$ cat src/include/mbag_map.vh
// register offsets, field positions and reset values of the address correction block
`ifndef MBAG_MAP_VH
`define MBAG_MAP_VH

// ****************************************
// register offsets
// ****************************************
`define MBAG_ADDR_BITREV_CTRL 4'h0
`define MBAG_ADDR_MOD_CTRL 4'h1
`define MBAG_ADDR_MOD_START 4'h2
`define MBAG_ADDR_MOD_END 4'h3
`define MBAG_ADDR_STATUS 4'h4
`define MBAG_ADDR_WIDTH 4

// ****************************************
// field positions and reset values
// ****************************************
`define MBAG_BITREV_EN_BIT 15
`define MBAG_MOD_XEN_BIT 15
`define MBAG_MOD_PTR_LSB 0
`define MBAG_PTR_SEL_LSB 4
`define MBAG_STACK_SEL 4'hF
`define MBAG_BITREV_CTRL_RST 16'h0000
`define MBAG_MOD_CTRL_RST 16'h00FF
`define MBAG_MOD_START_RST 16'h0000
`define MBAG_MOD_END_RST 16'h0001

// ****************************************
// addressing mode codes
// ****************************************
`define MBAG_MODE_DIRECT 3'h0
`define MBAG_MODE_POST_INC 3'h1
`define MBAG_MODE_POST_DEC 3'h2
`define MBAG_MODE_PRE_INC 3'h3
`define MBAG_MODE_PRE_DEC 3'h4
`define MBAG_MODE_REG_OFFSET 3'h5

`endif
$ cat src/hw/mbag_addr_gen.v
// data-space effective address generator with modulo and bit-reversed correction
`timescale 1ns/100ps
`include "mbag_map.vh"
module mbag_addr_gen #(
  parameter WIDTH = 16,
  parameter SEL_W = 4,
  parameter X_SPACE = 1
) (
  input wire clk,
  input wire rst_b,
  input wire [`MBAG_ADDR_WIDTH-1:0] regAddr,
  input wire [WIDTH-1:0] regWrData,
  input wire regWrite,
  input wire regRead,
  output reg [WIDTH-1:0] regRdData,
  input wire accValid,
  input wire [2:0] accMode,
  input wire [SEL_W-1:0] accPtrSel,
  input wire [WIDTH-1:0] accOffset,
  input wire accWrite,
  input wire accByte,
  input wire ptrLoad,
  input wire [SEL_W-1:0] ptrLoadSel,
  input wire [WIDTH-1:0] ptrLoadData,
  output reg [WIDTH-1:0] effectiveAddress,
  output reg addrValid,
  output reg addrWrite,
  output reg addrBitrev,
  output reg addrWrapped
);

  // ****************************************
  // software registers
  // ****************************************
  reg [WIDTH-1:0] bit_reverse_control;
  reg [WIDTH-1:0] modulo_control_reg;
  reg [WIDTH-1:0] modStart;
  reg [WIDTH-1:0] modEnd;
  reg [WIDTH-1:0] wrapCount;

  wire bitrevEnable = bit_reverse_control[`MBAG_BITREV_EN_BIT];
  wire [WIDTH-2:0] pivotModifier = bit_reverse_control[WIDTH-2:0];
  wire moduloEnable = modulo_control_reg[`MBAG_MOD_XEN_BIT];
  wire [SEL_W-1:0] moduloPtr = modulo_control_reg[`MBAG_MOD_PTR_LSB+SEL_W-1:`MBAG_MOD_PTR_LSB];
  wire [SEL_W-1:0] bitrevPointerSelect =
    modulo_control_reg[`MBAG_PTR_SEL_LSB+SEL_W-1:`MBAG_PTR_SEL_LSB];

  // ****************************************
  // mode decoding
  // ****************************************
  function isModify;
    input [2:0] mode;
    begin
      isModify = (mode == `MBAG_MODE_POST_INC) || (mode == `MBAG_MODE_POST_DEC) ||
        (mode == `MBAG_MODE_PRE_INC) || (mode == `MBAG_MODE_PRE_DEC);
    end
  endfunction

  function isIncrement;
    input [2:0] mode;
    begin
      isIncrement = (mode == `MBAG_MODE_POST_INC) || (mode == `MBAG_MODE_PRE_INC);
    end
  endfunction

  function isPre;
    input [2:0] mode;
    begin
      isPre = (mode == `MBAG_MODE_PRE_INC) || (mode == `MBAG_MODE_PRE_DEC);
    end
  endfunction

  // ****************************************
  // pointer file
  // ****************************************
  // request is registered one cycle so the pointer read data line up with it
  reg stValid;
  reg [2:0] stMode;
  reg [SEL_W-1:0] stSel;
  reg [WIDTH-1:0] stOffset;
  reg stWrite;
  reg stByte;
  wire [WIDTH-1:0] ptrValue;
  reg ptrWe;
  reg [SEL_W-1:0] ptrWeSel;
  reg [WIDTH-1:0] ptrWeData;

  mbag_ptr_file #(
    .WIDTH(WIDTH),
    .SEL_W(SEL_W)
  ) u_ptr (
    .clk(clk),
    .rst_b(rst_b),
    .readSel(accPtrSel),
    .readData(ptrValue),
    .writeEn(ptrWe),
    .writeSel(ptrWeSel),
    .writeData(ptrWeData)
  );

  always @(posedge clk) begin
    if (!rst_b) begin
      stValid <= 1'b0;
      stMode <= `MBAG_MODE_DIRECT;
      stSel <= {SEL_W{1'b0}};
      stOffset <= {WIDTH{1'b0}};
      stWrite <= 1'b0;
      stByte <= 1'b0;
    end else begin
      stValid <= accValid;
      stMode <= accMode;
      stSel <= accPtrSel;
      stOffset <= accOffset;
      stWrite <= accWrite;
      stByte <= accByte;
    end
  end

  // ****************************************
  // address arithmetic
  // ****************************************
  wire [WIDTH-1:0] stepSize = stByte ? {{(WIDTH-1){1'b0}}, 1'b1} : {{(WIDTH-2){1'b0}}, 2'b10};
  wire [WIDTH-1:0] stepped = isIncrement(stMode) ? ptrValue + stepSize : ptrValue - stepSize;
  wire [WIDTH-1:0] offsetAddr = ptrValue + stOffset;
  wire [WIDTH-1:0] bitrevSum;

  mbag_bitrev_add #(
    .WIDTH(WIDTH)
  ) u_brev (
    .pointer(ptrValue),
    .pivot(pivotModifier),
    .sum(bitrevSum)
  );

  // reversed mode: x space, write, word, increment mode, selected non-stack pointer
  wire bitrevActive = (X_SPACE != 0) && bitrevEnable && stWrite && !stByte &&
    isIncrement(stMode) && (bitrevPointerSelect != `MBAG_STACK_SEL) &&
    (stSel == bitrevPointerSelect);
  // modulo applies to any pointer register picked in the control register
  wire moduloActive = moduloEnable && (stSel == moduloPtr) &&
    (isModify(stMode) || stMode == `MBAG_MODE_REG_OFFSET) && !bitrevActive;
  wire [WIDTH-1:0] bufLength = modEnd - modStart + {{(WIDTH-1){1'b0}}, 1'b1};

  reg [WIDTH-1:0] next_ptr;
  reg [WIDTH-1:0] next_ea;
  reg [WIDTH-1:0] rawNew;
  reg [WIDTH-1:0] corrected;
  reg crossed;
  reg countUp;
  always @* begin
    rawNew = (stMode == `MBAG_MODE_REG_OFFSET) ? offsetAddr : stepped;
    countUp = (stMode == `MBAG_MODE_REG_OFFSET) ? !stOffset[WIDTH-1] : isIncrement(stMode);
    crossed = 1'b0;
    corrected = rawNew;
    if (moduloActive) begin
      // greater-than / less-than so steps that jump past the edge still wrap
      if (countUp) begin
        crossed = rawNew > modEnd;
        if (crossed) begin
          corrected = rawNew - bufLength;
        end
      end else begin
        crossed = rawNew < modStart;
        if (crossed) begin
          corrected = rawNew + bufLength;
        end
      end
    end
    if (bitrevActive) begin
      next_ptr = bitrevSum;
    end else begin
      next_ptr = corrected;
    end
    if (stMode == `MBAG_MODE_REG_OFFSET) begin
      next_ea = corrected;
    end else if (isPre(stMode)) begin
      next_ea = next_ptr;
    end else if (bitrevActive) begin
      next_ea = {ptrValue[WIDTH-1:1], 1'b0};
    end else begin
      next_ea = ptrValue;
    end
  end

  // ****************************************
  // write-back and outputs
  // ****************************************
  always @* begin
    ptrWe = 1'b0;
    ptrWeSel = stSel;
    ptrWeData = next_ptr;
    if (stValid && isModify(stMode)) begin
      ptrWe = 1'b1;
    end else if (ptrLoad) begin
      ptrWe = 1'b1;
      ptrWeSel = ptrLoadSel;
      ptrWeData = ptrLoadData;
    end
  end

  always @(posedge clk) begin
    if (!rst_b) begin
      effectiveAddress <= {WIDTH{1'b0}};
      addrValid <= 1'b0;
      addrWrite <= 1'b0;
      addrBitrev <= 1'b0;
      addrWrapped <= 1'b0;
    end else begin
      effectiveAddress <= next_ea;
      addrValid <= stValid;
      addrWrite <= stWrite;
      addrBitrev <= stValid && bitrevActive;
      addrWrapped <= stValid && crossed;
    end
  end

  // ****************************************
  // register port
  // ****************************************
  // a pipeline load collides with a modify write-back; the modify wins, load is lost
  always @(posedge clk) begin
    if (!rst_b) begin
      bit_reverse_control <= `MBAG_BITREV_CTRL_RST;
      modulo_control_reg <= `MBAG_MOD_CTRL_RST;
      modStart <= `MBAG_MOD_START_RST;
      modEnd <= `MBAG_MOD_END_RST;
      wrapCount <= {WIDTH{1'b0}};
    end else begin
      if (regWrite && regAddr == `MBAG_ADDR_BITREV_CTRL) begin
        bit_reverse_control <= regWrData;
      end
      if (regWrite && regAddr == `MBAG_ADDR_MOD_CTRL) begin
        modulo_control_reg <= regWrData;
      end
      if (regWrite && regAddr == `MBAG_ADDR_MOD_START) begin
        modStart <= regWrData;
      end
      if (regWrite && regAddr == `MBAG_ADDR_MOD_END) begin
        modEnd <= regWrData;
      end
      // counter increment wins over a software clear in the same cycle
      if (stValid && crossed) begin
        wrapCount <= wrapCount + {{(WIDTH-1){1'b0}}, 1'b1};
      end else if (regWrite && regAddr == `MBAG_ADDR_STATUS) begin
        wrapCount <= {WIDTH{1'b0}};
      end
    end
  end

  always @(posedge clk) begin
    if (!rst_b) begin
      regRdData <= {WIDTH{1'b0}};
    end else if (regRead) begin
      case (regAddr)
        `MBAG_ADDR_BITREV_CTRL: regRdData <= bit_reverse_control;
        `MBAG_ADDR_MOD_CTRL: regRdData <= modulo_control_reg;
        `MBAG_ADDR_MOD_START: regRdData <= modStart;
        `MBAG_ADDR_MOD_END: regRdData <= modEnd;
        `MBAG_ADDR_STATUS: regRdData <= wrapCount;
        default: regRdData <= {WIDTH{1'b0}};
      endcase
    end else begin
      regRdData <= {WIDTH{1'b0}};
    end
  end

endmodule // mbag_addr_gen

$ cat src/hw/mbag_bitrev_add.v
// reversed-carry adder for bit-reversed pointer stepping
`timescale 1ns/100ps
module mbag_bitrev_add #(
  parameter WIDTH = 16
) (
  input wire [WIDTH-1:0] pointer,
  input wire [WIDTH-2:0] pivot,
  output wire [WIDTH-1:0] sum
);
  // the modifier counts as reversed: reverse pointer, add reversed pivot, reverse back
  // lsb is excluded because word data keeps it clear
  wire [WIDTH-2:0] revPtr;
  wire [WIDTH-2:0] revPiv;
  wire [WIDTH-2:0] revSum;
  genvar i;
  generate
    for (i = 0; i < WIDTH-1; i = i + 1) begin : g_rev
      assign revPtr[i] = pointer[WIDTH-1-i];
      assign revPiv[i] = pivot[WIDTH-2-i];
      assign sum[WIDTH-1-i] = revSum[i];
    end
  endgenerate
  assign revSum = revPtr + revPiv;
  assign sum[0] = 1'b0;
endmodule // mbag_bitrev_add

$ cat src/hw/mbag_ptr_file.v
// pointer register file with registered read port
`timescale 1ns/100ps
module mbag_ptr_file #(
  parameter WIDTH = 16,
  parameter SEL_W = 4
) (
  input wire clk,
  input wire rst_b,
  input wire [SEL_W-1:0] readSel,
  output reg [WIDTH-1:0] readData,
  input wire writeEn,
  input wire [SEL_W-1:0] writeSel,
  input wire [WIDTH-1:0] writeData
);
  reg [WIDTH-1:0] mem [0:(1<<SEL_W)-1];
  always @(posedge clk) begin
    if (writeEn) begin
      mem[writeSel] <= writeData;
    end
    if (!rst_b) begin
      readData <= {WIDTH{1'b0}};
    end else if (writeEn && writeSel == readSel) begin
      readData <= writeData;
    end else begin
      readData <= mem[readSel];
    end
  end
endmodule // mbag_ptr_file

$ cat config.mk
export PLATFORM = sky130hd
export DESIGN_NAME = mbag_addr_gen
export DESIGN_NICKNAME = d
export VERILOG_FILES = /design/src/hw/mbag_addr_gen.v /design/src/hw/mbag_bitrev_add.v /design/src/hw/mbag_ptr_file.v
export VERILOG_INCLUDE_DIRS = /design/src /design/src/include
export SDC_FILE = /design/constraint.sdc
export NUM_CORES = 1
export LEC_CHECK = 0
export ABC_AREA = 1
export BUFFER_PORTS_ARGS = -buffer_cell sky130_fd_sc_hd__buf_2
export CAP_MARGIN = 30
export CORE_MARGIN = 5
export CORE_UTILIZATION = 50
export CTS_CLUSTER_DIAMETER = 50
export CTS_CLUSTER_SIZE = 12
export DETAILED_ROUTE_END_ITERATION = 6
export PLACE_DENSITY = 0.72
export SLEW_MARGIN = 20
export SYNTH_ARGS = -nofsm -noshare
export SYNTH_HDL_FRONTEND = slang
export SYNTH_HIERARCHICAL = 1
export SYNTH_SLANG_ARGS = --single-unit
$ cat constraint.sdc
create_clock -name clk -period 10.56 [get_ports clk]
set_clock_uncertainty 0.2 [all_clocks]
set_input_delay 0 -clock clk [delete_from_list [all_inputs] [get_ports clk]]
set_output_delay 0 -clock clk [all_outputs]
set_load 0.01 [all_outputs]
# After elaboration in Yosys (flattened, before gate mapping)
# Memory sizes are Yosys's and may differ from the RTL's. A register that Yosys moved wholly into a read port is not among the register bits.
# Cells that the tools add are included.
# Widths: inputs -> output; s select.
word_totals:
  reg_bits: 142
  mem_bits_rw: 256
  n_memories: 1
classes:
  add_sub_neg: 9
  magnitude_cmp: 2
  eq_ne: 12
  mux: 25
  reduce_logical: 29
memory_table:
  columns: ["memory", "depth", "width", "read_ports", "rd_ports_with_merged_regs", "write_ports", "line_no", "rtl"]
  rows:
  - ["u_ptr.mem", 16, 16, 1, 1, 1, "mbag_ptr_file.v:15", "reg [WIDTH-1:0] mem [0:(1<<SEL_W)-1];"]
ops:
  columns: ["cell", "n"]
  rows:
  - ["$mux 16", 13]
  - ["$pmux 16 s5", 1]
  - ["$add 16x1->16 const B", 2]
  - ["$add 16x16->16", 2]
  - ["$sub 16x16->16", 2]
  - ["$add 16x2->16", 1]
  - ["$gt 16x16->1", 1]
  - ["$logic_and 1x1->1", 16]
  - ["$lt 16x16->1", 1]
  - ["$sub 16x2->16", 1]
  - ["$add 15x15->15", 1]
  - ["$eq 4x2->1 const B", 2]
  - ["$eq 4x4->1", 2]
  - ["$mux 1", 8]
  - ["$mux 4", 2]
  - ["$eq 3x2->1 const B", 2]
  - ["$eq 3x3->1 const B", 2]
  - ["$logic_or 1x1->1", 6]
  - ["$eq 4x1->1 const B", 1]
  - ["$eq 4x3->1 const B", 1]
  - ["$logic_not 1->1", 4]
  - ["$logic_not 4->1", 1]
  - ["$ne 4x4->1 const B", 1]
  - ["$eq 3x1->1 const B", 1]
  - ["3 further kinds", 3]

# Depth between registers and ports, before layout
depth:
  ltp_word: 11
  depth_mapped: 40
  ltp_nobuf: 37

# Hierarchy
# The synthesis kept the hierarchy.
by_module_without_submodules:
  columns: ["mod", "instances", "cells_each", "area_each_um2"]
  rows:
  - ["mbag_ptr_file", 1, 1141, 11720.0]
  - ["mbag_addr_gen", 1, 1594, 10714.0]
  - ["mbag_bitrev_add", 1, 159, 844.6]

# Least setup slack after synthesis
# OpenSTA, ideal clock, no wires.
synth_path:
  kind: "register to register"
  startpoint: "register, netlist name isIncrement.mode[0]"
  endpoint: "register u_ptr.readData[14], read port of u_ptr.mem"
  setup_time_ns: 0.056
  t_arrival_ns: 4.941
  required_time_ns: 10.304
  setup_slack_ns: 5.363
  path_stages_with_launch: 38
  n_path_buf: 3
  synth_period_minus_slack_ns: 5.197
  cell_sequence: "dfxtp_1 nand2_1 nor2_1 buf_2 clkinv_1 clkbuf_1 nor2_1 a21oi_1 ha_1 nand3_1 nand2_1 nand3_1 nand3_1 a21oi_1 o21ai_0 xnor2_1 inv_1 ha_1 [... 2 more ...] nand2_1 nor2_1 nand4_1 nand3_1 nand2_1 nand2_1 xor2_1 nand2_1 nand2_1 nand2_1 nand3_1 nand2_1 a21oi_1 nand3b_1 nand2_1 inv_1 nand2_1 inv_1"
synth_rtl:
  columns: ["item", "line_no", "rtl"]
  rows:
  - ["end: declaration", "mbag_ptr_file.v:10", "output reg [WIDTH-1:0] readData,"]

==> flow_summary.json <==
{
  "wirelength_mm": 74.0,
  "min_period_ns": 6.98,
  "synth-main-ff-cell": "edfxtp_1",
  "antenna_found_initial": 1,
  "hp-class": "in2reg",
  "critPathSlowestCell": "xor2_1",
  "row_count": 79,
  "synthCells": 2894,
  "grt_pass1_vias": 19500,
  "drtPass1Iterations": 6,
  "vdd_drop_max_mv": 0.138,
  "critPathBufInv": 7,
  "ys_seq_area_frac": 0.466,
  "ys_seq_elements": 414,
  "fin_crit_sh": 0.661,
  "numCtsBuffers": 46,
  "tightestPinTransition_ns": 1.09,
  "cts-htree-levels": 2,
  "mostFrequentLayoutCell": "nand2_1",
  "worstPathArrival_ns": 7.26,
  "die_w_um": 226,
  "start_util": 0.503,
  "gr-total-overflow": 0,
  "largest_register": "u_ptr/mem",
  "worstSetupPathType": "reg2reg",
  "cp_num_cells": 34,
  "reg2reg_depth": 34,
  "finalHoldViolCount": 0,
  "start_kind": "register",
  "post_cts_buffers": 0,
  "p_per_area_nw_per_um2": 182,
  "wl_per_cell_um": 19.8,
  "root_buffer": "clkbuf_16",
  "cts_tree": "done",
  "setup_violations": 0,
  "endpoint_kind": "register",
  "grt_max_degree": 83,
  "insertion_delay_ns": 0.58,
  "synth_cell_types": 57,
  "ys_async_sr_fraction": 0,
  "clockBufferDepth": 3,
  "ioPinCount": 107,
  "grt_pass1_wl_mm": 112,
  "r2r_slack_ns": 3.58,
  "vias_per_cell": 5.51,
  "portBuffers": 106,
  "fmax_mhz": 143,
  "critPathRequiredTime_ns": 10.84,
  "die_y_um": 226,
  "fin_area_um2": 27000,
  "area_growth_pct": 16.0,
  "clkSinkCount": 414,
  "cap_violations": 0,
  "largest_register_ffs": 256,
  "syn_nets": 3090,
  "tns_ns": 0,
  "min_delay_path_depth": 3,
  "min_to": "u_ptr/mem[12][8]",
  "insertedDiodeCount": 0,
  "report.power.total_mw": 4.92,
  "placed_cell_area_um2": 24300,
  "crit_path_frequent_cell": "nand2_1",
  "r2r_start": "isIncrement.mode[0]",
  "regToRegEndpoint": "u_ptr/readData[8]",
  "num_vias": 20600,
  "drtIter0Drc": 2576,
  "path_max_fanout": 20,
  "status": "completed",
  "cp_slowest_stage_delay_ns": 0.60,
  "core_area_um2": 46300,
  "layout-drive-gt1-share": 0.100,
  "rsz0062_at_grt": "false",
  "gp_congestion": 1.02,
  "drc": 0,
  "nFillCells": 4104,
  "clk_pin_slew_ns": 0.06,
  "synth_edf_count": 256,
  "postSynthAreaPerCell_um2": 8.04,
  "mostFrequentLayoutCells": "nand2_1, inv_1, edfxtp_1",
  "power.leakage_nw": 12.4,
  "drt.antenna.violating_nets": 0,
  "dp_hpwl_mm": 50.9,
  "yosysWarnings": 6,
  "grt_usage": 0.283,
  "hold_start": "ptrLoadData[8]",
  "nNetsFinal": 3290,
  "die_area_um2": 51000,
  "synth_area_um2": 23300,
  "max-slew-margin-rel": 0.273,
  "crit_family": "simple AND/OR/NAND/NOR gates",
  "drv_slew": 0
}
## synthesized netlist by cell type (12+ instances only)
cell type | instances | area [um2]
xor2_1 | 52 | 455
or2_2 | 17 | 106
nand3_1 | 252 | 1260
buf_1 | 14 | 52.6
nand2_1 | 854 | 3210
clkbuf_1 | 48 | 180
dfxtp_1 | 158 | 3160
ha_1 | 120 | 1500
nand3_2 | 24 | 240
buf_2 | 33 | 165
nor2_1 | 113 | 424
nand3b_1 | 21 | 158
o22ai_1 | 23 | 144
o21ai_0 | 100 | 500
o21ai_1 | 23 | 115
inv_1 | 432 | 1620
edfxtp_1 | 256 | 7690
a21oi_2 | 12 | 105
nor3_1 | 14 | 70.1
a21oi_1 | 172 | 861
a221oi_1 | 16 | 140
## where the power goes
part | switching [mW] | internal, mW
clock network | 0.656 | 0.897
logic | 1.02 | 0.479
registers | 0.0328 | 1.83
total | 1.71 | 3.21
## layout make-up
| class | count | area (um2) | area share |
|---|---|---|---|
| Multi-Input combinational cell | 1919 | 10200 | 0.378 |
| Timing Repair Buffer | 263 | 2030 | 0.0751 |
| Tap cell | 607 | 759 | 0.0281 |
| Inverter | 450 | 1700 | 0.0628 |
| Clock buffer | 70 | 1280 | 0.0475 |
| Sequential cell | 414 | 10900 | 0.402 |
| Clock inverter | 14 | 175 | 0.00649 |
## logic make-up after synthesis
group | Yosys count | share of synthesized area
AND/OR/NAND/NOR | 1339 | 0.250
buffers and inverters | 561 | 0.0959
multiplexers | 2 | 0.000860
flip-flops | 414 | 0.466
XOR/XNOR | 63 | 0.0237
AO/OA/AOI/OAI | 389 | 0.0942
other | 1 | 0.000161
adder cells (fa/ha/maj) | 125 | 0.0688
## worst register-to-register path, delay by kind of cell, from the launching register on
family | cells | cell delay (ns)
flops | 1 | 0.41
compound gates | 7 | 1.41
simple gates | 17 | 2.18
xor+xnor | 1 | 0.60
buf+inv | 7 | 1.22
fa+ha+maj | 2 | 0.85
## repair_timing
action | in CTS | in global routing
endpoints found under the hold margin | 292 | 0
resized for setup | 0 | 0
hold buffers | 115 | 0
## per-stage QoR
stage	instances	hold WS (ns)	setup WS (ns)	utilization
2_1_floorplan	2894	-0.102	5.36	-
3_3_place_gp	3527	-0.0136	3.95	0.525
3_5_place_dp	3532	-0.0142	3.60	0.526
4_1_cts	3731	0.00142	3.59	0.582
5_1_grt	3737	0.0444	3.18	0.584
6_report	3737	0.0505	3.58	0.584
## how the worst max path moves through the flow
stage,to,start
detailed placement,u_ptr/readData[10],isIncrement.mode[0]
floorplan,u_ptr/readData[14],isIncrement.mode[0]
CTS,u_ptr/readData[10],isIncrement.mode[0]
global route,u_ptr/readData[12],isIncrement.mode[0]
global placement,u_ptr/readData[12],isIncrement.mode[0]
finish,u_ptr/readData[8],isIncrement.mode[0]
## layer usage
layer	global-route usage	up-vias	wire length, um	share of wire
met5	0	-	13	0.00018
met4	0.120	2	3560	0.048
met3	0.0494	207	6500	0.088
met2	0.450	969	33900	0.46
met1	0.384	9603	30000	0.41
li1	-	9797	-	-
Note: power is estimated with default switching activity, not from simulation.
